`src/opsq_pkg.sv`:
```
// Package: types and constants of the on/off power sequencer
// ****************************************************************
// Overview of operation
// - Resource On is entered only after power-up completes, bias and serial on.
// - Cold-reset 0b01, power-off 0b10 or manual reset starts power-down.
// - Soft standby command leaves Resource On heading for Standby.
// - Standby keeps every sequenced output channel off.
// - Channels forced on by code 0x6 or 0x7 stay on in Standby.
// - Standby keeps main bias and serial interface running.
// - Standby bias runs low-power when the low-power select bit is 1.
// - Finished power-down moves to Standby or to the bias-off step.
// - Standby wakes on button press, exit-standby command or manual reset.
// - Lockout faults force immediate shutdown, then go toward Shutdown.
// - Logic mode with the on-key high powers the device down.
// - Reaching Shutdown after a cold reset keeps a wake flag that restarts.
// - Wake flag sets on a debounced press in button mode or any debounced change in slide mode.
// - Wake flag sets on a low on-key in logic mode.
// - Wake flag sets on the cold-reset code 0b01.
// - Channels power up by sequencer or software, alone or grouped.
// - One master timer makes four events; channels pick up and down slots.
// - Power-down lasts at most four 2.56ms slots plus 125ms.
// - In Standby, low-power select 1 puts bias and regulator control in sampled mode.
// - Wake proceeds to power-up only with all reset-cause faults clear.
// - Resource On is entered when power-up completes.
// - In logic mode a low on-key wakes the device from Shutdown.
// - Code 0x3 requests Standby by power-down; 0x4 exits Standby.
// ****************************************************************
`default_nettype none
package opsq_pkg;
  localparam int CLK_HZ = 10_000_000;
  localparam int SLOT_US = 2560;
  localparam int DISCH_US = 125_000;
  localparam int DEB_US = 30_000;
  localparam int SLOT_CYC = (SLOT_US * (CLK_HZ / 1_000_000));
  localparam int DISCH_CYC = (DISCH_US * (CLK_HZ / 1_000_000));
  localparam int DEB_CYC = (DEB_US * (CLK_HZ / 1_000_000));
  localparam int CNT_W = 21;
  localparam int NCH = 4;
  localparam logic [2:0] LAST_SLOT = 3'h3;
  localparam logic [2:0] DISCH_SLOT = 3'h4;
  localparam logic [1:0] MODE_PB = 2'h0;
  localparam logic [1:0] MODE_SLIDE = 2'h1;
  localparam logic [1:0] MODE_LOGIC = 2'h2;
  localparam logic [2:0] SC_COLD = 3'h1;
  localparam logic [2:0] SC_OFF = 3'h2;
  localparam logic [2:0] SC_STBY = 3'h3;
  localparam logic [2:0] SC_EXIT = 3'h4;
  localparam logic [2:0] EN_FORCE_A = 3'h6;
  localparam logic [2:0] EN_FORCE_B = 3'h7;
  localparam logic KEY_RST = 1'h1;
  typedef enum logic [7:0] {
    ST_SHDN = 8'h01,
    ST_WAKE = 8'h02,
    ST_PUP = 8'h04,
    ST_RON = 8'h08,
    ST_PDN = 8'h10,
    ST_STBY = 8'h20,
    ST_IMSD = 8'h40,
    ST_BOFF = 8'h80
  } opsq_state_e;
  typedef struct packed {
    logic undervoltage_lockout_flag;
    logic overvoltage_lockout_flag;
    logic thermal_overload_flag;
  } opsq_cause_s;
  typedef struct packed {
    logic wr;
    logic [2:0] code;
  } opsq_cmd_s;
endpackage : opsq_pkg
`default_nettype wire

```
`src/opsq_seq_timer.sv`:
```
// Master sequencing timer: four slot events plus discharge wait
`default_nettype none
module opsq_seq_timer #(
  parameter int SLOT_CYC = opsq_pkg::SLOT_CYC,
  parameter int DISCH_CYC = opsq_pkg::DISCH_CYC
) (
  input wire logic i_clk,
  input wire logic i_rst,
  input wire logic i_ce,
  input wire logic i_start_up,
  input wire logic i_start_dn,
  input wire logic i_abort,
  output logic o_evt,
  output logic [1:0] o_slot,
  output logic o_done,
  output logic o_busy
);
  typedef struct packed {
    logic busy;
    logic dn;
    logic [2:0] slot;
    logic [opsq_pkg::CNT_W-1:0] cnt;
    logic evt;
    logic [1:0] idx;
    logic done;
  } opsq_tmr_s;
  opsq_tmr_s q;
  opsq_tmr_s d;
  logic [opsq_pkg::CNT_W-1:0] lim;

  assign lim = (q.slot == opsq_pkg::DISCH_SLOT) ? opsq_pkg::CNT_W'(DISCH_CYC - 1)
                                                 : opsq_pkg::CNT_W'(SLOT_CYC - 1);

  always_comb
  begin
    d = q;
    d.evt = 1'b0;
    d.done = 1'b0;
    if (i_abort)
    begin
      d.busy = 1'b0;
    end
    else if (i_start_up || i_start_dn)
    begin
      d.busy = 1'b1;
      d.dn = i_start_dn;
      d.slot = '0;
      d.cnt = '0;
    end
    else if (q.busy)
    begin
      if (q.cnt != lim)
      begin
        d.cnt = q.cnt + opsq_pkg::CNT_W'(1);
      end
      else
      begin
        d.cnt = '0;
        d.slot = q.slot + 3'h1;
        if (q.slot != opsq_pkg::DISCH_SLOT)
        begin
          d.evt = 1'b1;
          d.idx = q.slot[1:0];
        end
        // Power-down adds the discharge wait after the last slot
        if (q.slot == opsq_pkg::DISCH_SLOT || (q.slot == opsq_pkg::LAST_SLOT && !q.dn))
        begin
          d.done = 1'b1;
          d.busy = 1'b0;
        end
      end
    end
  end

  always_ff @(posedge i_clk)
  begin
    if (i_rst)
      q <= '0;
    else if (i_ce)
      q <= d;
  end

  assign o_evt = q.evt;
  assign o_slot = q.idx;
  assign o_done = q.done;
  assign o_busy = q.busy;
endmodule : opsq_seq_timer
`default_nettype wire

```
`src/opsq_on_off_ctrl.sv`:
```
// On/off controller with channel sequencing, wake flag and debounce
`default_nettype none
module opsq_on_off_ctrl #(
  parameter int SLOT_CYC = opsq_pkg::SLOT_CYC,
  parameter int DISCH_CYC = opsq_pkg::DISCH_CYC,
  parameter int DEB_CYC = opsq_pkg::DEB_CYC
) (
  input wire logic i_clk,
  input wire logic i_rst,
  input wire logic i_ce,
  input wire logic i_on_key_input_n,
  input wire logic [1:0] i_on_key_mode_select,
  input wire opsq_pkg::opsq_cmd_s i_soft_control_field,
  input wire logic i_manual_reset,
  input wire opsq_pkg::opsq_cause_s i_fault,
  input wire logic i_cause_clr,
  input wire logic i_bias_low_power_select,
  input wire logic [3:0][2:0] i_channel_enable_field,
  input wire logic [3:0][1:0] i_up_slot,
  input wire logic [3:0][1:0] i_dn_slot,
  output opsq_pkg::opsq_state_e o_state,
  output logic [3:0] o_channel_on,
  output logic o_bias_on,
  output logic o_bias_lp,
  output logic o_ctrl_lp,
  output logic o_serial_on,
  output opsq_pkg::opsq_cause_s o_reset_cause_flags,
  output logic o_wake_flag
);
  // ****************************************************************
  // State
  // ****************************************************************
  typedef struct packed {
    opsq_pkg::opsq_state_e st;
    logic tgt_stby;
    logic wake;
    logic [3:0] on;
    logic [2:0] cause;
    logic [1:0] key_sy;
    logic key_deb;
    logic [opsq_pkg::CNT_W-1:0] deb_cnt;
    logic [2:0] flt_m;
    logic [2:0] flt_s;
  } opsq_main_s;

  opsq_main_s q;
  opsq_main_s d;
  logic key_s;
  logic fault;
  logic deb_evt;
  logic pb_fall;
  logic cmd_ok;
  logic [2:0] code;
  logic [3:0] forced;
  logic tmr_up;
  logic tmr_dn;
  logic tmr_abort;
  logic tmr_evt;
  logic [1:0] tmr_slot;
  logic tmr_done;

  function automatic logic is_forced(input logic [2:0] c);
    return (c == opsq_pkg::EN_FORCE_A) || (c == opsq_pkg::EN_FORCE_B);
  endfunction : is_forced

  // Serial control only answers in power-up, Resource On, power-down and Standby
  function automatic logic serial_live(input opsq_pkg::opsq_state_e s);
    return (s == opsq_pkg::ST_PUP) || (s == opsq_pkg::ST_RON) ||
           (s == opsq_pkg::ST_PDN) || (s == opsq_pkg::ST_STBY);
  endfunction : serial_live

  function automatic logic is_dead(input opsq_pkg::opsq_state_e s);
    return (s == opsq_pkg::ST_SHDN) || (s == opsq_pkg::ST_IMSD) ||
           (s == opsq_pkg::ST_BOFF) || (s == opsq_pkg::ST_WAKE);
  endfunction : is_dead

  for (genvar g = 0; g < opsq_pkg::NCH; g++)
  begin : g_force
    assign forced[g] = is_forced(i_channel_enable_field[g]);
  end

  assign key_s = q.key_sy[1];
  assign fault = |q.flt_s;
  assign code = i_soft_control_field.code;
  assign cmd_ok = i_soft_control_field.wr && serial_live(q.st);

  // ****************************************************************
  // Next state
  // ****************************************************************
  always_comb
  begin
    d = q;
    deb_evt = 1'b0;
    d.key_sy = {q.key_sy[0], i_on_key_input_n};
    d.flt_m = i_fault;
    d.flt_s = q.flt_m;
    // Key must hold a new level for the whole window to count
    if (key_s != q.key_deb)
    begin
      d.deb_cnt = q.deb_cnt + opsq_pkg::CNT_W'(1);
      if (q.deb_cnt == opsq_pkg::CNT_W'(DEB_CYC - 1))
      begin
        d.key_deb = key_s;
        d.deb_cnt = '0;
        deb_evt = 1'b1;
      end
    end
    else
    begin
      d.deb_cnt = '0;
    end
    pb_fall = deb_evt && !key_s && (i_on_key_mode_select == opsq_pkg::MODE_PB);
    // Fault set wins over a clear in the same cycle
    d.cause = (q.cause & ~{3{i_cause_clr}}) | q.flt_s;

    case (q.st)
      opsq_pkg::ST_SHDN:
      begin
        if (q.wake || (i_on_key_mode_select == opsq_pkg::MODE_LOGIC && !key_s))
        begin
          d.st = opsq_pkg::ST_WAKE;
        end
      end
      opsq_pkg::ST_WAKE:
      begin
        // Consumed here, never in Shutdown, so a key set while leaving is not kept
        d.wake = 1'b0;
        if (q.cause == 3'h0 && !fault)
          d.st = opsq_pkg::ST_PUP;
        else
          d.st = opsq_pkg::ST_SHDN;
      end
      opsq_pkg::ST_PUP:
      begin
        if (fault)
          d.st = opsq_pkg::ST_IMSD;
        else if (tmr_done)
          d.st = opsq_pkg::ST_RON;
      end
      opsq_pkg::ST_RON:
      begin
        // Fault, then manual reset, then key, then software
        if (fault)
        begin
          d.st = opsq_pkg::ST_IMSD;
        end
        else if (i_manual_reset)
        begin
          d.st = opsq_pkg::ST_PDN;
          d.tgt_stby = 1'b0;
        end
        else if (i_on_key_mode_select == opsq_pkg::MODE_LOGIC && key_s)
        begin
          d.st = opsq_pkg::ST_PDN;
          d.tgt_stby = 1'b0;
        end
        else if (cmd_ok && (code == opsq_pkg::SC_COLD || code == opsq_pkg::SC_OFF))
        begin
          d.st = opsq_pkg::ST_PDN;
          d.tgt_stby = 1'b0;
        end
        else if (cmd_ok && code == opsq_pkg::SC_STBY)
        begin
          d.st = opsq_pkg::ST_PDN;
          d.tgt_stby = 1'b1;
        end
      end
      opsq_pkg::ST_PDN:
      begin
        if (fault)
          d.st = opsq_pkg::ST_IMSD;
        else if (tmr_done)
          d.st = q.tgt_stby ? opsq_pkg::ST_STBY : opsq_pkg::ST_BOFF;
      end
      opsq_pkg::ST_STBY:
      begin
        if (fault)
          d.st = opsq_pkg::ST_IMSD;
        else if (i_manual_reset || pb_fall || (cmd_ok && code == opsq_pkg::SC_EXIT))
          d.st = opsq_pkg::ST_WAKE;
      end
      // Immediate shutdown drops channels and serial at once; bias drops in the bias-off step
      opsq_pkg::ST_IMSD:
        d.st = opsq_pkg::ST_BOFF;
      opsq_pkg::ST_BOFF:
        d.st = opsq_pkg::ST_SHDN;
      default:
        d.st = opsq_pkg::ST_SHDN;
    endcase

    // Key wake only counts from Shutdown; presses while up are not kept
    if (q.st == opsq_pkg::ST_SHDN)
    begin
      // Button wakes on a press only; slide on any change; mode 3 never
      if (pb_fall || (deb_evt && i_on_key_mode_select == opsq_pkg::MODE_SLIDE))
        d.wake = 1'b1;
      if (i_on_key_mode_select == opsq_pkg::MODE_LOGIC && !key_s)
        d.wake = 1'b1;
    end
    if (cmd_ok && code == opsq_pkg::SC_COLD && !fault && !i_manual_reset)
      d.wake = 1'b1;

    for (int i = 0; i < opsq_pkg::NCH; i++)
    begin
      if (is_dead(d.st))
        d.on[i] = 1'b0;
      else if (d.st == opsq_pkg::ST_STBY)
        d.on[i] = forced[i];
      else if (forced[i])
        d.on[i] = 1'b1;
      else if (q.st == opsq_pkg::ST_PUP && tmr_evt && i_up_slot[i] == tmr_slot)
        d.on[i] = 1'b1;
      else if (q.st == opsq_pkg::ST_PDN && tmr_evt && i_dn_slot[i] == tmr_slot)
        d.on[i] = 1'b0;
    end
  end

  always_ff @(posedge i_clk)
  begin
    if (i_rst)
    begin
      q <= '0;
      q.st <= opsq_pkg::ST_SHDN;
      q.key_sy <= {2{opsq_pkg::KEY_RST}};
      q.key_deb <= opsq_pkg::KEY_RST;
    end
    else if (i_ce)
    begin
      q <= d;
    end
  end

  // ****************************************************************
  // Master timer
  // ****************************************************************
  assign tmr_up = (d.st == opsq_pkg::ST_PUP) && (q.st != opsq_pkg::ST_PUP);
  assign tmr_dn = (d.st == opsq_pkg::ST_PDN) && (q.st != opsq_pkg::ST_PDN);
  assign tmr_abort = (d.st == opsq_pkg::ST_IMSD);

  opsq_seq_timer #(
    .SLOT_CYC(SLOT_CYC),
    .DISCH_CYC(DISCH_CYC)
  ) u_timer (
    .i_clk(i_clk),
    .i_rst(i_rst),
    .i_ce(i_ce),
    .i_start_up(tmr_up),
    .i_start_dn(tmr_dn),
    .i_abort(tmr_abort),
    .o_evt(tmr_evt),
    .o_slot(tmr_slot),
    .o_done(tmr_done),
    .o_busy()
  );

  // ****************************************************************
  // Outputs
  // ****************************************************************
  assign o_state = q.st;
  assign o_channel_on = q.on;
  assign o_bias_on = (q.st != opsq_pkg::ST_SHDN) && (q.st != opsq_pkg::ST_BOFF);
  assign o_serial_on = serial_live(q.st);
  // Sampled bias trades output ripple for quiescent current
  assign o_bias_lp = (q.st == opsq_pkg::ST_STBY) && i_bias_low_power_select;
  assign o_ctrl_lp = (q.st == opsq_pkg::ST_STBY) && i_bias_low_power_select;
  assign o_reset_cause_flags = opsq_pkg::opsq_cause_s'(q.cause);
  assign o_wake_flag = q.wake;
endmodule : opsq_on_off_ctrl
`default_nettype wire

```
`config.mk`:
```
export PLATFORM = sky130hd
export DESIGN_NAME = opsq_on_off_ctrl
export DESIGN_NICKNAME = d
export VERILOG_FILES = /design/src/opsq_pkg.sv /design/src/opsq_seq_timer.sv /design/src/opsq_on_off_ctrl.sv
export SDC_FILE = /design/constraint.sdc
export NUM_CORES = 1
export LEC_CHECK = 0
export ABC_CLOCK_PERIOD_IN_PS = 3780
export BUFFER_PORTS_ARGS = -buffer_cell sky130_fd_sc_hd__buf_2
export CELL_PAD_IN_SITES_DETAIL_PLACEMENT = 0
export CELL_PAD_IN_SITES_GLOBAL_PLACEMENT = 1
export CORE_ASPECT_RATIO = 1.2
export CORE_MARGIN = 2
export CORE_UTILIZATION = 45
export CTS_BUF_LIST = sky130_fd_sc_hd__clkbuf_4
export DETAILED_ROUTE_END_ITERATION = 12
export PLACE_DENSITY = 0.9
export SLEW_MARGIN = 40
export SYNTH_ARGS = -nofsm -noshare
export SYNTH_HDL_FRONTEND = slang
export SYNTH_HIERARCHICAL = 1
export SYNTH_SLANG_ARGS = --single-unit
```
`constraint.sdc`:
```
create_clock -name i_clk -period 3.78 [get_ports i_clk]
set_input_delay 0.189 -clock i_clk [delete_from_list [all_inputs] [get_ports i_clk]]
set_output_delay 0.189 -clock i_clk [all_outputs]
set_load 0.03 [all_outputs]
```
# After elaboration in Yosys (flattened, before gate mapping)
# Cells that the tools add are included.
# op_classes
addsub,3
n_mux,59
bitwise,7
n_reduce_logical,68
eq_ne,47
# op_table
operator,n
21-bit two-way mux,4
8-bit two-way mux,9
8-bit case mux with 7 select lines,1
21-bit by 1-bit adder with 21-bit output (second input constant),2
9-bit two-way mux,4
1-bit two-way mux,33
3-bit == test (second input constant),10
1-bit logical AND,28
28-bit two-way mux,1
24-bit two-way mux,1
21-bit by 19-bit == test with 1-bit output (second input constant),1
21-bit != test,1
5-bit nonzero test,4
1-bit logical OR,17
2-bit == test,8
8-bit by 1-bit == test with 1-bit output (second input constant),2
8-bit by 2-bit == test with 1-bit output (second input constant),2
8-bit by 3-bit == test with 1-bit output (second input constant),2
8-bit by 5-bit == test with 1-bit output (second input constant),2
8-bit by 6-bit == test with 1-bit output (second input constant),2
8-bit by 7-bit == test with 1-bit output (second input constant),2
4-bit two-way mux,3
3-bit by 2-bit == test with 1-bit output (second input constant),3
3-bit two-way mux,3
27 further kinds,39
# totals
inputBits,44
reg_bits,77

# Logic depth before layout (Yosys ltp)
# Gate-level depths: netlist of run 1.
# depth
word_depth,18
ltp_mapped,11

# Hierarchy
# Netlist of run 1, hierarchy kept.
# modules_own_cells
mod,cells_per_inst,area_per_inst_um2,n_inst
opsq_on_off_ctrl,393,3083.0,1
opsq_seq_timer,201,1726.7,1

# Least setup slack after synthesis of run 1
# OpenSTA, ideal clock, no wires.
# synth_timing
path_kind,flip-flop to flip-flop
from,reg q (netlist bit o_state[4])
to,reg u_timer/q[23] in the netlist's numbering
setup_time_ps,91
t_arrival_ps,2590
stages_incl_launch_ff,11
slack_ps,1099
path_cell_list,dfxtp_1 buf_2 nor2_1 a211oi_2 o21ai_1 and3_4 nor2_1 nand2_1 or3_1 or4_1 a311oi_1
# synth_via
elab_chain_len,17
# synth_lines
item,line,text
from (decl),opsq_on_off_ctrl.sv:46,opsq_main_s q;
8-bit by 3-bit == test with 1-bit output or 8-bit by 4-bit == test with 1-bit output (tied branches),"opsq_on_off_ctrl.sv:68, opsq_on_off_ctrl.sv:116",
1-bit logical OR (2 in series),opsq_on_off_ctrl.sv:68,return (s == opsq_pkg::ST_PUP) || (s == opsq_pkg::ST_RON) ||
1-bit logical OR,opsq_on_off_ctrl.sv:69,(s == opsq_pkg::ST_PDN) || (s == opsq_pkg::ST_STBY);
1-bit logical AND,opsq_on_off_ctrl.sv:85,assign cmd_ok = i_soft_control_field.wr && serial_live(q.st);
1-bit logical AND,opsq_on_off_ctrl.sv:162,else if (cmd_ok && code == opsq_pkg::SC_STBY)
9-bit two-way mux,opsq_on_off_ctrl.sv:162,
9-bit two-way mux,opsq_on_off_ctrl.sv:157,else if (cmd_ok && (code == opsq_pkg::SC_COLD || code == opsq_pkg::SC_OFF))
9-bit two-way mux,opsq_on_off_ctrl.sv:152,else if (i_on_key_mode_select == opsq_pkg::MODE_LOGIC && key_s)
9-bit two-way mux,opsq_on_off_ctrl.sv:147,else if (i_manual_reset)
8-bit two-way mux,opsq_on_off_ctrl.sv:143,if (fault)
8-bit case mux with 7 select lines,opsq_on_off_ctrl.sv:116,case (q.st)
8-bit by 5-bit == test with 1-bit output,opsq_on_off_ctrl.sv:237,assign tmr_dn = (d.st == opsq_pkg::ST_PDN) && (q.st != opsq_pkg::ST_PDN);
1-bit logical AND (*),opsq_on_off_ctrl.sv:237,
via tmr_dn,opsq_on_off_ctrl.sv:56,logic tmr_dn;
1-bit logical OR (*),opsq_seq_timer.sv:43,else if (i_start_up || i_start_dn)
2-bit nonzero test (no line),--,
3-bit AND reduction (no line),--,
to (signal assigned),opsq_seq_timer.sv:78,q <= '0;
to (signal assigned),opsq_seq_timer.sv:80,q <= d;
to (decl),opsq_seq_timer.sv:27,opsq_tmr_s q;
# Mark *: on every way through the listed nets, which the timed path passes. The rest lies on a longest branch. The select of a mux whose other input is x is not followed.
# A chain may end at the register's enable or synchronous reset.

# Final worst setup path of run 1
# layout_timing
from,reg q (netlist bit o_state[4])
to,reg u_timer/q[22] in the netlist's numbering
# Same word-level chain as after synthesis.

==> insert_results.sql, run 1 <==
INSERT INTO impl_metrics (metric_group, metric, value, unit) VALUES
('synthesis', 'synth_edf_count', '0', ''),
('floorplanning', 'dieArea', '11500', 'µm²'),
('routing', 'route.detailed.drc', '0', ''),
('power', 'leakage_power_total', '1.83', 'nW'),
('setup_path', 'worst-r2r-setup-slack', '0.58', 'ns'),
('synthesis', 'postSynth.asyncResetShare', '0', '%'),
('clock_network', 'path_clk_slew', '0.12', 'ns'),
('routing', 'routed_wire_length_per_instance', '15.4', 'µm'),
('global_route', 'grt_overflow', '0', ''),
('sta', 'headroom_to_the_max_slew_limit', '53.5', '%'),
('finish', 'fillCellCount', '1046', ''),
('sta', 'fin_setup_tns', '0', 'ns'),
('power', 'power_per_cell_area', '301', 'nW/µm²'),
('sta', 'grt_setup_unrepaired', 'false', ''),
('place', 'detailedPlacementHpwl', '8180', 'µm'),
('global_route', 'grt_antenna_before_repair', '0', ''),
('setup_path', 'largest_fanout_on_the_critical_path', '11', ''),
('setup_path', 'worst-r2r-cell-count', '9', ''),
('clock_network', 'setup_fix_bufs_post_cts', '0', ''),
('power', 'total_power', '1.57', 'mW'),
('sta', 'hold_viol', '0', ''),
('floorplanning', 'floorplan.initialDensity', '46.0', '%'),
('global_route', 'grt_pass1_vias', '4346', ''),
('routing', 'drt_first_pass_iters', '4', ''),
('floorplanning', 'top_level_ports', '64', ''),
('sta', 'clock-skew-final', '0.0177', 'ns'),
('setup_path', 'critical_path_arrival', '3.55', 'ns'),
('sta', 'min_period_over_period', '84.7', '%'),
('floorplanning', 'core-area', '10500', 'µm²'),
('global_route', 'globalRouteTotalUtil', '20.7', '%'),
('clock_network', 'cts.path.max_buffers', '2', ''),
('routing', 'vias_per_cell', '5.90', ''),
('synthesis', 'cell_area_synth', '4810', 'µm²'),
('sta', 'finalSetupViolations', '0', ''),
('setup_path', 'timing.rr.end', 'u_timer/q[22]', ''),
('finish', 'flow.area_growth_from_synthesis', '8.30', '%'),
('sta', 'max_clock_freq', '312', 'MHz'),
('power', 'worst_ir_drop_vdd', '0.185', 'mV'),
('floorplanning', 'fp.dieW', '98.4', 'µm'),
('setup_path', 'worstSetupEndpointType', 'register', ''),
('global_route', 'grt_max_degree', '49', ''),
('clock_network', 'count_of_hold_buffers_inserted_by_post_cts_repair', '4', ''),
('finish', 'finish.net_count', '669', ''),
('setup_path', 'startpoint_type', 'register', ''),
('clock_network', 'cts_root_buf', 'sky130_fd_sc_hd__clkbuf_4', ''),
('setup_path', 'critPathRequiredTime', '4.12', 'ns'),
('synthesis', 'synth_seq_area_share', '32.0', '%'),
('run', 'maxCapViolCount', '0', ''),
('clock_network', 'htree_levels', '3', ''),
('run_status', 'status', 'complete, no violations', ''),
('sta', 'final-max-slew-violation-count', '0', ''),
('synthesis', 'synth-main-ff-cell', 'sky130_fd_sc_hd__dfxtp_1', ''),
('synthesis', 'yosys_warnings', '6', ''),
('finish', 'layout.cells.most_common', 'sky130_fd_sc_hd__dfxtp_1', ''),
('global_route', 'wire_length_of_the_first_global_routing_pass', '19800', 'µm'),
('place', 'gp_congestion', '0.856', ''),
('synthesis', 'syn-mean-instance-area', '8.10', 'µm²'),
('clock_network', 'post_cts_resized', '0', ''),
('clock_network', 'clock_sinks', '77', ''),
('routing', 'antenna_left', '0', ''),
('setup_path', 'reg_to_reg_startpoint', 'o_state[4]', ''),
('synthesis', 'post_synthesis_register_bit_count', '77', ''),
('setup_path', 'cp-endpoint', 'u_timer/q[22]', ''),
('clock_network', 'cts_buf_count', '9', ''),
('place', 'io_buffer_count', '59', ''),
('synthesis', 'synth.net_count', '643', ''),
('finish', 'final_cell_mix', 'sky130_fd_sc_hd__dfxtp_1 (77), sky130_fd_sc_hd__nor2_1 (60), sky130_fd_sc_hd__buf_2 (58)', ''),
('floorplanning', 'row_count', '41', ''),
('clock_network', 'worstSkewPairLatency', '0.43', 'ns'),
('finish', 'antenna-diode-count', '0', ''),
('floorplanning', 'dieHeight', '117', 'µm'),
('synthesis', 'yosysUniqueCellTypes', '78', ''),
('sta', 'worst_pin_slew', '0.695', 'ns'),
('setup_path', 'worst_setup_path_startpoint', 'o_state[4]', ''),
('sta', 'layout_min_cycle_time', '3.20', 'ns'),
('finish', 'drive_above_1_share', '17.3', '%'),
('routing', 'drt_iter0_markers', '238', ''),
('min_path', 'hold_path.class', 'in -> reg', ''),
('routing', 'route.vias.total', '4452', ''),
('synthesis', 'synthesis.instances', '594', ''),
('clock_network', 'cts_tree', 'yes', ''),
('setup_path', 'criticalPathCategory', 'reg -> reg', ''),
('routing', 'wl', '11600', 'µm');
cell usage after synthesis, drive strengths merged (10+ instances only):
| cell | count | area, µm² |
|---|---|---|
| nor4 | 10 | 96.4 |
| o21ai | 26 | 134 |
| nand3 | 27 | 140 |
| nor2 | 60 | 225 |
| nor3 | 31 | 155 |
| nand4 | 13 | 81.3 |
| mux2i | 14 | 140 |
| nand2b | 14 | 87.6 |
| dfxtp | 77 | 1540 |
| xnor2 | 23 | 201 |
| buf | 31 | 230 |
| a22oi | 12 | 90.1 |
| a311oi | 11 | 96.3 |
| nand2 | 50 | 188 |
| and3 | 10 | 67.6 |
| clkbuf | 24 | 90.1 |
| a21oi | 25 | 136 |
cell families (layout without fill, tap and decap cells):
| kind of cell | after synthesis | after routing | share of synthesized area [%] |
|---|---|---|---|
| AOI/OAI and AO/OA | 125 | 125 | 18.8 |
| xor gates and xnor gates | 31 | 31 | 5.65 |
| adders and majority gates | 5 | 5 | 1.30 |
| buffers and inverters | 65 | 96 | 7.44 |
| DFF | 77 | 77 | 32.0 |
| muxes | 15 | 15 | 3.23 |
| and+or+nand+nor | 276 | 276 | 31.6 |
power breakdown:
part           internal, mW  switching (mW)  total (mW)
clock                 0.290           0.280       0.570
sequential            0.820          0.0130       0.833
combinational        0.0654          0.0977       0.163
critical path, cell delays in order, from the launching register on:
cell	delay, ns
sky130_fd_sc_hd__dfxtp_1	0.55
sky130_fd_sc_hd__nor2_1	0.18
sky130_fd_sc_hd__a211oi_2	0.48
sky130_fd_sc_hd__o21ai_1	0.13
sky130_fd_sc_hd__and3_4	0.22
sky130_fd_sc_hd__nor2_1	0.25
sky130_fd_sc_hd__nand2_1	0.20
sky130_fd_sc_hd__nor2_1	0.58
sky130_fd_sc_hd__a41oi_1	0.22
sky130_fd_sc_hd__a311oi_1	0.30
routing by layer:
layer  part of all wire [%]  vias up  wire (µm)  GRT usage [%]
met2                     50      103       5770           35.7
li1                       -     2212          -              -
met1                     45     2125       5270           25.9
met4                    1.3        0        153           7.95
met5                      0        -          0              0
met3                    3.8       12        437           3.80
layout make-up:
type,count,area [µm²],area share (%)
clock buffers,12,90.1,1.73
clock inverters,4,72.6,1.39
inverters,10,37.5,0.721
multi-input cells,452,2920,56.0
flip-flops and latches,77,1540,29.6
well taps,129,161,3.10
repair buffers,70,390,7.49
metrics by stage:
stage               setup slack, ns  hold WS, ns  utilization [%]  instances  instance area, µm²
finish                        0.578        0.149             49.8        754                5210
global route                  0.252        0.147             49.8        754                5210
CTS                           0.599        0.115             49.7        754                5210
detailed placement            0.640        0.433             47.8        734                5000
global placement              0.765        0.423             47.8        734                5000
floorplan                      1.10        0.311                -        594                4810
registers in the layout (all words and copies together) (netlist names):
name	flops
u_timer/o_evt	1
o_wake_flag	1
u_timer/o_slot	2
q	26
key_s	1
u_timer/q	25
u_timer/o_done	1
o_reset_cause_flags	3
o_state	8
d	4
u_timer/o_busy	1
o_channel_on	4
worst min-delay path by stage:
stage,endpoint,cells after the start,from
final,o_reset_cause_flags[0],4,i_cause_clr
after global routing,o_wake_flag,4,i_manual_reset
after CTS,o_reset_cause_flags[2],4,i_cause_clr
after detailed placement,d[29],2,i_on_key_input_n
after global placement,d[29],2,i_on_key_input_n
after floorplan,d[29],1,i_on_key_input_n
Note: power is estimated with default switching activity, not from simulation.
==> inputs of run 2 (changes only) <==
--- a/config.mk
+++ b/config.mk
@@ -5,7 +5,7 @@
 export SDC_FILE = /design/constraint.sdc
 export NUM_CORES = 1
 export LEC_CHECK = 0
-export ABC_CLOCK_PERIOD_IN_PS = 3780
+export ABC_CLOCK_PERIOD_IN_PS = 3000
 export BUFFER_PORTS_ARGS = -buffer_cell sky130_fd_sc_hd__buf_2
 export CELL_PAD_IN_SITES_DETAIL_PLACEMENT = 0
 export CELL_PAD_IN_SITES_GLOBAL_PLACEMENT = 1
==> constraint.sdc (replaced) <==
create_clock -name i_clk -period 3 [get_ports i_clk]
set_input_delay 0.15 -clock i_clk [delete_from_list [all_inputs] [get_ports i_clk]]
set_output_delay 0.15 -clock i_clk [all_outputs]
set_load 0.03 [all_outputs]
==> run 2 against run 1 <==
Compared with the run above: worst hold slack lost 0.053 ns; fmax grew 15%; sequential power grew 26%; routed wire length shrank 0.83%; count of clock-buffer cells in the layout shrank 3; core utilization grew 0.66 points; flip-flop and latch count is the same; sequential share of layout area shrank 0.36 points; clock power shrank 9.8%; cell area grew 1.3%; critical path type unchanged; critical endpoint is now u_timer/q[16]; highest routed layer unchanged.
==> insert_results.sql, run 2 (synthesis gave the netlist of run 1 again) <==
INSERT INTO impl_metrics (metric_group, metric, value, unit) VALUES
('place', 'io_buffer_count', '59', ''),
('clock_network', 'cts_buf_count', '9', ''),
('sta', 'finalSetupViolations', '0', ''),
('routing', 'routed_wire_length_per_instance', '15.0', 'µm'),
('setup_path', 'worst-r2r-setup-slack', '0.21', 'ns'),
('setup_path', 'startpoint_type', 'register', ''),
('run_status', 'status', 'complete, no violations', ''),
('sta', 'hold_viol', '0', ''),
('routing', 'drt_iter0_markers', '241', ''),
('setup_path', 'criticalPathCategory', 'reg -> reg', ''),
('clock_network', 'clock_sinks', '77', ''),
('finish', 'top_register', 'q', ''),
('run', 'maxCapViolCount', '0', ''),
('setup_path', 'reg_to_reg_startpoint', 'q[2]', ''),
('setup_path', 'worst_path_largest_cell_delay', '0.47', 'ns'),
('setup_path', 'worst_setup_path_startpoint', 'q[2]', ''),
('min_path', 'hold_path.class', 'in -> reg', ''),
('sta', 'clock-skew-final', '0.0219', 'ns'),
('clock_network', 'htree_levels', '3', ''),
('sta', 'layout_min_cycle_time', '2.79', 'ns'),
('floorplanning', 'core-area', '10500', 'µm²'),
('global_route', 'grt_pass1_vias', '4181', ''),
('finish', 'antenna-diode-count', '0', ''),
('place', 'gp_congestion', '0.865', ''),
('sta', 'fin_setup_tns', '0', 'ns'),
('global_route', 'grt_antenna_before_repair', '0', ''),
('setup_path', 'worstSetupEndpointType', 'register', ''),
('power', 'internal_power', '1.28', 'mW'),
('finish', 'layout.cells.most_common', 'sky130_fd_sc_hd__dfxtp_1', ''),
('sta', 'worst_pin_slew', '0.621', 'ns'),
('finish', 'drive_above_1_share', '18.9', '%'),
('floorplanning', 'dieArea', '11500', 'µm²'),
('floorplanning', 'floorplan.initialDensity', '46.0', '%'),
('floorplanning', 'fp.dieW', '98.4', 'µm'),
('routing', 'wl', '11500', 'µm'),
('sta', 'final-max-slew-violation-count', '0', ''),
('setup_path', 'critPathRequiredTime', '3.38', 'ns'),
('floorplanning', 'top_level_ports', '64', ''),
('min_path', 'hold_path.startpoint', 'i_ce', ''),
('power', 'p_comb_share', '12.1', '%'),
('floorplanning', 'dieHeight', '117', 'µm'),
('place', 'place_worst_setup_slack', '0.176', 'ns'),
('global_route', 'wire_length_of_the_first_global_routing_pass', '19300', 'µm'),
('clock_network', 'worstSkewPairLatency', '0.44', 'ns'),
('power', 'power.share.clock', '28.9', '%'),
('power', 'power_per_cell_area', '337', 'nW/µm²'),
('global_route', 'grt_overflow', '0', ''),
('place', 'detailedPlacementHpwl', '8500', 'µm'),
('setup_path', 'cpMaxStageDelayCell', 'sky130_fd_sc_hd__or4_1', ''),
('finish', 'flow.area_growth_from_synthesis', '9.73', '%'),
('clock_network', 'cts_root_buf', 'sky130_fd_sc_hd__clkbuf_4', ''),
('clock_network', 'cts.path.max_buffers', '2', ''),
('sta', 'min_period_over_period', '93.0', '%'),
('power', 'leakage_power_total', '1.87', 'nW'),
('setup_path', 'cp-endpoint', 'u_timer/q[16]', ''),
('global_route', 'globalRouteTotalUtil', '20.3', '%'),
('routing', 'route.vias.total', '4431', ''),
('setup_path', 'largest_fanout_on_the_critical_path', '6', ''),
('finish', 'finish.net_count', '684', ''),
('routing', 'vias_per_cell', '5.77', ''),
('power', 'worst_ir_drop_vdd', '0.178', 'mV'),
('power', 'power.switching_fraction', '28.0', '%'),
('finish', 'fillCellCount', '1026', ''),
('setup_path', 'timing.critical_path.cells', 'or3_4 > or4_4 > nor2_1 > nor3_1 > nand2b_1 > or2_1 > or4_1 > a31oi_1', ''),
('clock_network', 'cts_tree', 'yes', ''),
('routing', 'route.detailed.drc', '0', ''),
('sta', 'final.setup.worst_slack', '0.210', 'ns'),
('setup_path', 'timing.rr.end', 'u_timer/q[16]', ''),
('floorplanning', 'row_count', '41', ''),
('sta', 'whs', '0.0963', 'ns'),
('power', 'power.switching', '0.498', 'mW'),
('global_route', 'grt_max_degree', '47', ''),
('routing', 'drt_first_pass_iters', '4', ''),
('clock_network', 'path_clk_slew', '0.13', 'ns'),
('setup_path', 'worst-r2r-cell-count', '8', ''),
('routing', 'antenna_left', '0', ''),
('sta', 'grt_setup_unrepaired', 'false', ''),
('finish', 'final_cell_mix', 'sky130_fd_sc_hd__dfxtp_1 (76), sky130_fd_sc_hd__nor2_1 (60), sky130_fd_sc_hd__buf_2 (59)', ''),
('sta', 'headroom_to_the_max_slew_limit', '58.2', '%'),
('setup_path', 'critical_path_arrival', '3.16', 'ns'),
('finish', 'largest_register_ff_count', '26', ''),
('power', 'power.sequential.fraction', '58.9', '%'),
('sta', 'max_clock_freq', '358', 'MHz');
run 2: cell count changes in the layout (fill, tap and decap cells not counted), moves of 2 or more:
cell and change:
sky130_fd_sc_hd__clkinv_1 +2, sky130_fd_sc_hd__clkbuf_4 -3, sky130_fd_sc_hd__clkinvlp_4 +2, sky130_fd_sc_hd__bufinv_16 -2, sky130_fd_sc_hd__buf_4 +13
run 2: timing repair:
action / CTS / global route
endpoints found under the hold margin: 4 / 0
setup buffers: 0 / 1
hold buffers: 4 / 0
endpoints found under the setup margin: 0 / 11
resized for setup: 0 / 3
run 2: power groups by stage:
| stage | logic, mW | clock network, mW | registers (mW) |
|---|---|---|---|
| 2_1_floorplan | 0.152 | 0 | 1.06 |
| 3_3_place_gp | 0.206 | 0 | 1.07 |
| 3_5_place_dp | 0.209 | 0 | 1.07 |
| 4_1_cts | 0.214 | 0.535 | 1.05 |
| 5_1_grt | 0.238 | 0.573 | 1.05 |
| 6_report | 0.216 | 0.514 | 1.05 |
run 2: cell type report:
type,count,area (µm²),share of cell area (%)
Clock inverter,6,31.3,0.593
Sequential cell,77,1540,29.2
Timing Repair Buffer,85,513,9.72
Inverter,10,37.5,0.711
Multi-Input combinational cell,452,2920,55.4
Clock buffer,9,67.6,1.28
Tap cell,129,161,3.06
run 2: worst min-delay path by stage:
stage | to | cells after the start
floorplan | d[29] | 1
global placement | d[29] | 2
detailed placement | d[29] | 2
CTS | o_state[7] | 3
global route | o_state[4] | 2
finish | o_state[7] | 3
run 2: metal layers:
| layer | global-route usage (%) | vias up | part of all wire [%] |
|---|---|---|---|
| li1 | - | 2231 | - |
| met1 | 25.3 | 2089 | 47 |
| met2 | 34.9 | 88 | 47 |
| met3 | 3.50 | 23 | 3.5 |
| met4 | 8.77 | 0 | 2.0 |
| met5 | 0 | - | 0 |
run 2: stage by stage:
| step | instances | utilization [%] | instance area [µm²] | power [mW] |
|---|---|---|---|---|
| finish | 768 | 50.4 | 5280 | 1.78 |
| global route | 768 | 50.4 | 5280 | 1.86 |
| CTS | 767 | 50.1 | 5240 | 1.80 |
| detailed placement | 748 | 48.8 | 5100 | 1.28 |
| floorplan | 594 | - | 4810 | 1.21 |
| global placement | 748 | 48.8 | 5100 | 1.28 |
run 2: critical path, delay by kind of cell (launching register included):
family             cells  cell delay (ns)
and+or+nand+nor        7             2.19
DFF                    1             0.35
AOI/OAI and AO/OA      1             0.18
==> inputs of run 3 (changes only) <==
--- a/config.mk
+++ b/config.mk
@@ -7,7 +7,7 @@
 export LEC_CHECK = 0
 export ABC_CLOCK_PERIOD_IN_PS = 3000
 export BUFFER_PORTS_ARGS = -buffer_cell sky130_fd_sc_hd__buf_2
-export CELL_PAD_IN_SITES_DETAIL_PLACEMENT = 0
+export CELL_PAD_IN_SITES_DETAIL_PLACEMENT = 1
 export CELL_PAD_IN_SITES_GLOBAL_PLACEMENT = 1
 export CORE_ASPECT_RATIO = 1.2
 export CORE_MARGIN = 2
@@ -15,6 +15,7 @@
 export CTS_BUF_LIST = sky130_fd_sc_hd__clkbuf_4
 export DETAILED_ROUTE_END_ITERATION = 12
 export PLACE_DENSITY = 0.9
+export RECOVER_POWER = 50
 export SLEW_MARGIN = 40
 export SYNTH_ARGS = -nofsm -noshare
 export SYNTH_HDL_FRONTEND = slang
==> run 3 against run 2 <==
Compared with the run above: the run now ends with max-capacitance violations, max-slew violations left; power grew 9.3%; clock power is 30% higher; flip-flop and latch count unchanged; sequential share of layout area is 0.088 points lower; worst hold slack got worse by 0.0048 ns; routed wire length up 23%; combinational power grew 3%; count of clock-buffer cells in the layout is 1 higher; die area unchanged; core utilization is 0.28 points higher; sequential power is essentially flat.
==> insert_results.sql, run 3 (synthesis gave the netlist of run 1 again) <==
INSERT INTO impl_metrics (metric_group, metric, value, unit) VALUES
('run_status', 'status', 'finished, violations left', ''),
('run_status', 'failed_checks', 'max-capacitance violations, max-slew violations', ''),
('sta', 'clock-skew-final', '0.0256', 'ns'),
('run', 'maxCapViolCount', '1', ''),
('clock_network', 'cts.path.max_buffers', '2', ''),
('routing', 'routed_wire_length_per_instance', '18.4', 'µm'),
('sta', 'finalSetupViolations', '0', ''),
('setup_path', 'worstSetupEndpointType', 'register', ''),
('routing', 'antenna_left', '0', ''),
('sta', 'headroom_to_the_max_slew_limit', '-33.0', '%'),
('routing', 'detail_route.wirelength.met1', '5790', 'µm'),
('finish', 'multi_input_area', '2920', 'µm²'),
('setup_path', 'criticalPathCategory', 'reg -> reg', ''),
('setup_path', 'timing.critical_path.cells', 'or3_4 > or4_4 > nor2_1 > nor3_1 > nand2b_2 > or2_1 > or4_1 > a31oi_1', ''),
('sta', 'fin_setup_tns', '0', 'ns'),
('clock_network', 'path_clk_slew', '0.14', 'ns'),
('sta', 'max_clock_freq', '356', 'MHz'),
('routing', 'topRoutingLayerUsed', 'met4', ''),
('floorplanning', 'fp.dieW', '98.4', 'µm'),
('place', 'placement.cell_area', '5100', 'µm²'),
('finish', 'final_cell_mix', 'sky130_fd_sc_hd__dfxtp_1 (73), sky130_fd_sc_hd__nor2_1 (60), sky130_fd_sc_hd__nand2_1 (50)', ''),
('clock_network', 'worstSkewPairLatency', '0.45', 'ns'),
('place', 'io_buffer_count', '59', ''),
('min_path', 'timing.hold.worst_endpoint', 'o_wake_flag', ''),
('routing', 'route.vias.total', '4767', ''),
('routing', 'route.detailed.drc', '0', ''),
('setup_path', 'critPathRequiredTime', '3.37', 'ns'),
('finish', 'largest_register_ff_count', '26', ''),
('min_path', 'hold_path.startpoint', 'i_manual_reset', ''),
('floorplanning', 'dieHeight', '117', 'µm'),
('sta', 'grt_setup_unrepaired', 'false', ''),
('global_route', 'grt_overflow', '0', ''),
('setup_path', 'timing.rr.end', 'u_timer/q[16]', ''),
('setup_path', 'startpoint_type', 'register', ''),
('sta', 'min_period_over_period', '93.6', '%'),
('floorplanning', 'floorplan.initialDensity', '46.0', '%'),
('clock_network', 'cts_buf_count', '9', ''),
('setup_path', 'cpMaxStageDelayCell', 'sky130_fd_sc_hd__or4_1', ''),
('routing', 'met3WireLength', '601', 'µm'),
('power', 'power_per_cell_area', '366', 'nW/µm²'),
('setup_path', 'worst-r2r-setup-slack', '0.19', 'ns'),
('clock_network', 'htree_levels', '3', ''),
('place', 'detailedPlacementHpwl', '10200', 'µm'),
('finish', 'post-route-cell-area', '5310', 'µm²'),
('sta', 'worst_pin_slew', '1.99', 'ns'),
('sta', 'final-max-slew-violation-count', '47', ''),
('finish', 'layout.area.seq', '1550', 'µm²'),
('min_path', 'hold_path.class', 'in -> reg', ''),
('global_route', 'grt_max_degree', '47', ''),
('floorplanning', 'dieArea', '11500', 'µm²'),
('clock_network', 'cts_root_buf', 'sky130_fd_sc_hd__clkbuf_4', ''),
('sta', 'final.setup.worst_slack', '0.192', 'ns'),
('floorplanning', 'row_count', '41', ''),
('setup_path', 'reg_to_reg_startpoint', 'q[2]', ''),
('finish', 'antenna-diode-count', '0', ''),
('finish', 'drive_above_1_share', '17.1', '%'),
('sta', 'layout_min_cycle_time', '2.81', 'ns'),
('global_route', 'globalRouteTotalUtil', '24.6', '%'),
('routing', 'drt_first_pass_iters', '5', ''),
('min_path', 'worst_hold_path.num_cells', '4', ''),
('setup_path', 'worst_path_largest_cell_delay', '0.47', 'ns'),
('place', 'gp_congestion', '0.865', ''),
('routing', 'vias_per_cell', '6.18', ''),
('finish', 'top_register', 'q', ''),
('floorplanning', 'core-area', '10500', 'µm²'),
('power', 'worst_ir_drop_vdd', '0.194', 'mV'),
('global_route', 'grt_pass1_vias', '4943', ''),
('global_route', 'grt_antenna_before_repair', '0', ''),
('sta', 'hold_viol', '0', ''),
('setup_path', 'critical_path_arrival', '3.17', 'ns'),
('power', 'leakage_power_total', '1.82', 'nW'),
('global_route', 'wire_length_of_the_first_global_routing_pass', '23300', 'µm'),
('routing', 'drt_iter0_markers', '209', ''),
('place', 'place_worst_setup_slack', '0.0754', 'ns'),
('finish', 'finish.net_count', '686', ''),
('finish', 'layout.cells.most_common', 'sky130_fd_sc_hd__dfxtp_1', ''),
('finish', 'flow.area_growth_from_synthesis', '10.3', '%'),
('setup_path', 'largest_fanout_on_the_critical_path', '6', ''),
('routing', 'routed-wl-met2', '7390', 'µm'),
('setup_path', 'worst-r2r-cell-count', '8', ''),
('routing', 'wl', '14200', 'µm'),
('finish', 'fillCellCount', '1329', ''),
('floorplanning', 'top_level_ports', '64', ''),
('clock_network', 'clock_sinks', '77', ''),
('clock_network', 'cts_tree', 'yes', '');
## run 3: cell count changes in the layout (fill, tap and decap cells not counted), sizes merged
cell and delta:
clkbuf +21, clkinvlp +1, inv +2, bufinv +1
clkinv -4, buf -18
## run 3: worst max path at each step
stage	start	to	depth (start not counted)
after floorplan	o_state[4]	u_timer/q[23]	10
after global placement	o_state[4]	u_timer/q[23]	9
after detailed placement	o_state[4]	u_timer/q[23]	9
after CTS	o_state[4]	u_timer/q[18]	10
after global routing	o_state[4]	u_timer/q[23]	9
final	q[2]	u_timer/q[16]	8
## run 3: power by group
part | internal, mW | switching (mW)
clock network | 0.269 | 0.402
logic | 0.0880 | 0.135
registers | 1.03 | 0.0159
## run 3: worst max-delay path: cells and delay by family, from the launching register on
family          cells  cell delay (ns)
compound gates      1             0.18
flops               1             0.37
simple gates        7             2.19
## run 3: metrics by stage
step	total power, mW	utilization (%)	cells	hold slack (ns)
3_3_place_gp	1.28	48.8	748	0.361
3_5_place_dp	1.29	48.8	748	0.372
5_1_grt	2.02	50.7	771	0.102
4_1_cts	1.95	50.5	768	0.0563
6_report	1.94	50.7	771	0.0915
2_1_floorplan	1.21	-	594	0.272
## run 3: timing repair
item	4_1_cts	5_1_grt
hold buffers	4	0
buffers inserted	0	3
hold endpoints to repair	4	0
setup endpoints to repair	0	27
gates resized for setup	0	8
## run 3: layout make-up
cell class,instances,area share (%)
Multi-Input combinational cell,452,55.0
Sequential cell,77,29.1
Timing Repair Buffer,87,9.34
Tap cell,129,3.04
Clock buffer,10,1.41
Clock inverter,6,1.32
Inverter,10,0.707
## run 3: layer usage
| metal | track usage (%) | up-vias |
|---|---|---|
| li1 | - | 2249 |
| met1 | 28.5 | 2343 |
| met2 | 45.0 | 137 |
| met3 | 4.10 | 38 |
| met4 | 10.8 | 0 |
| met5 | 0 | - |
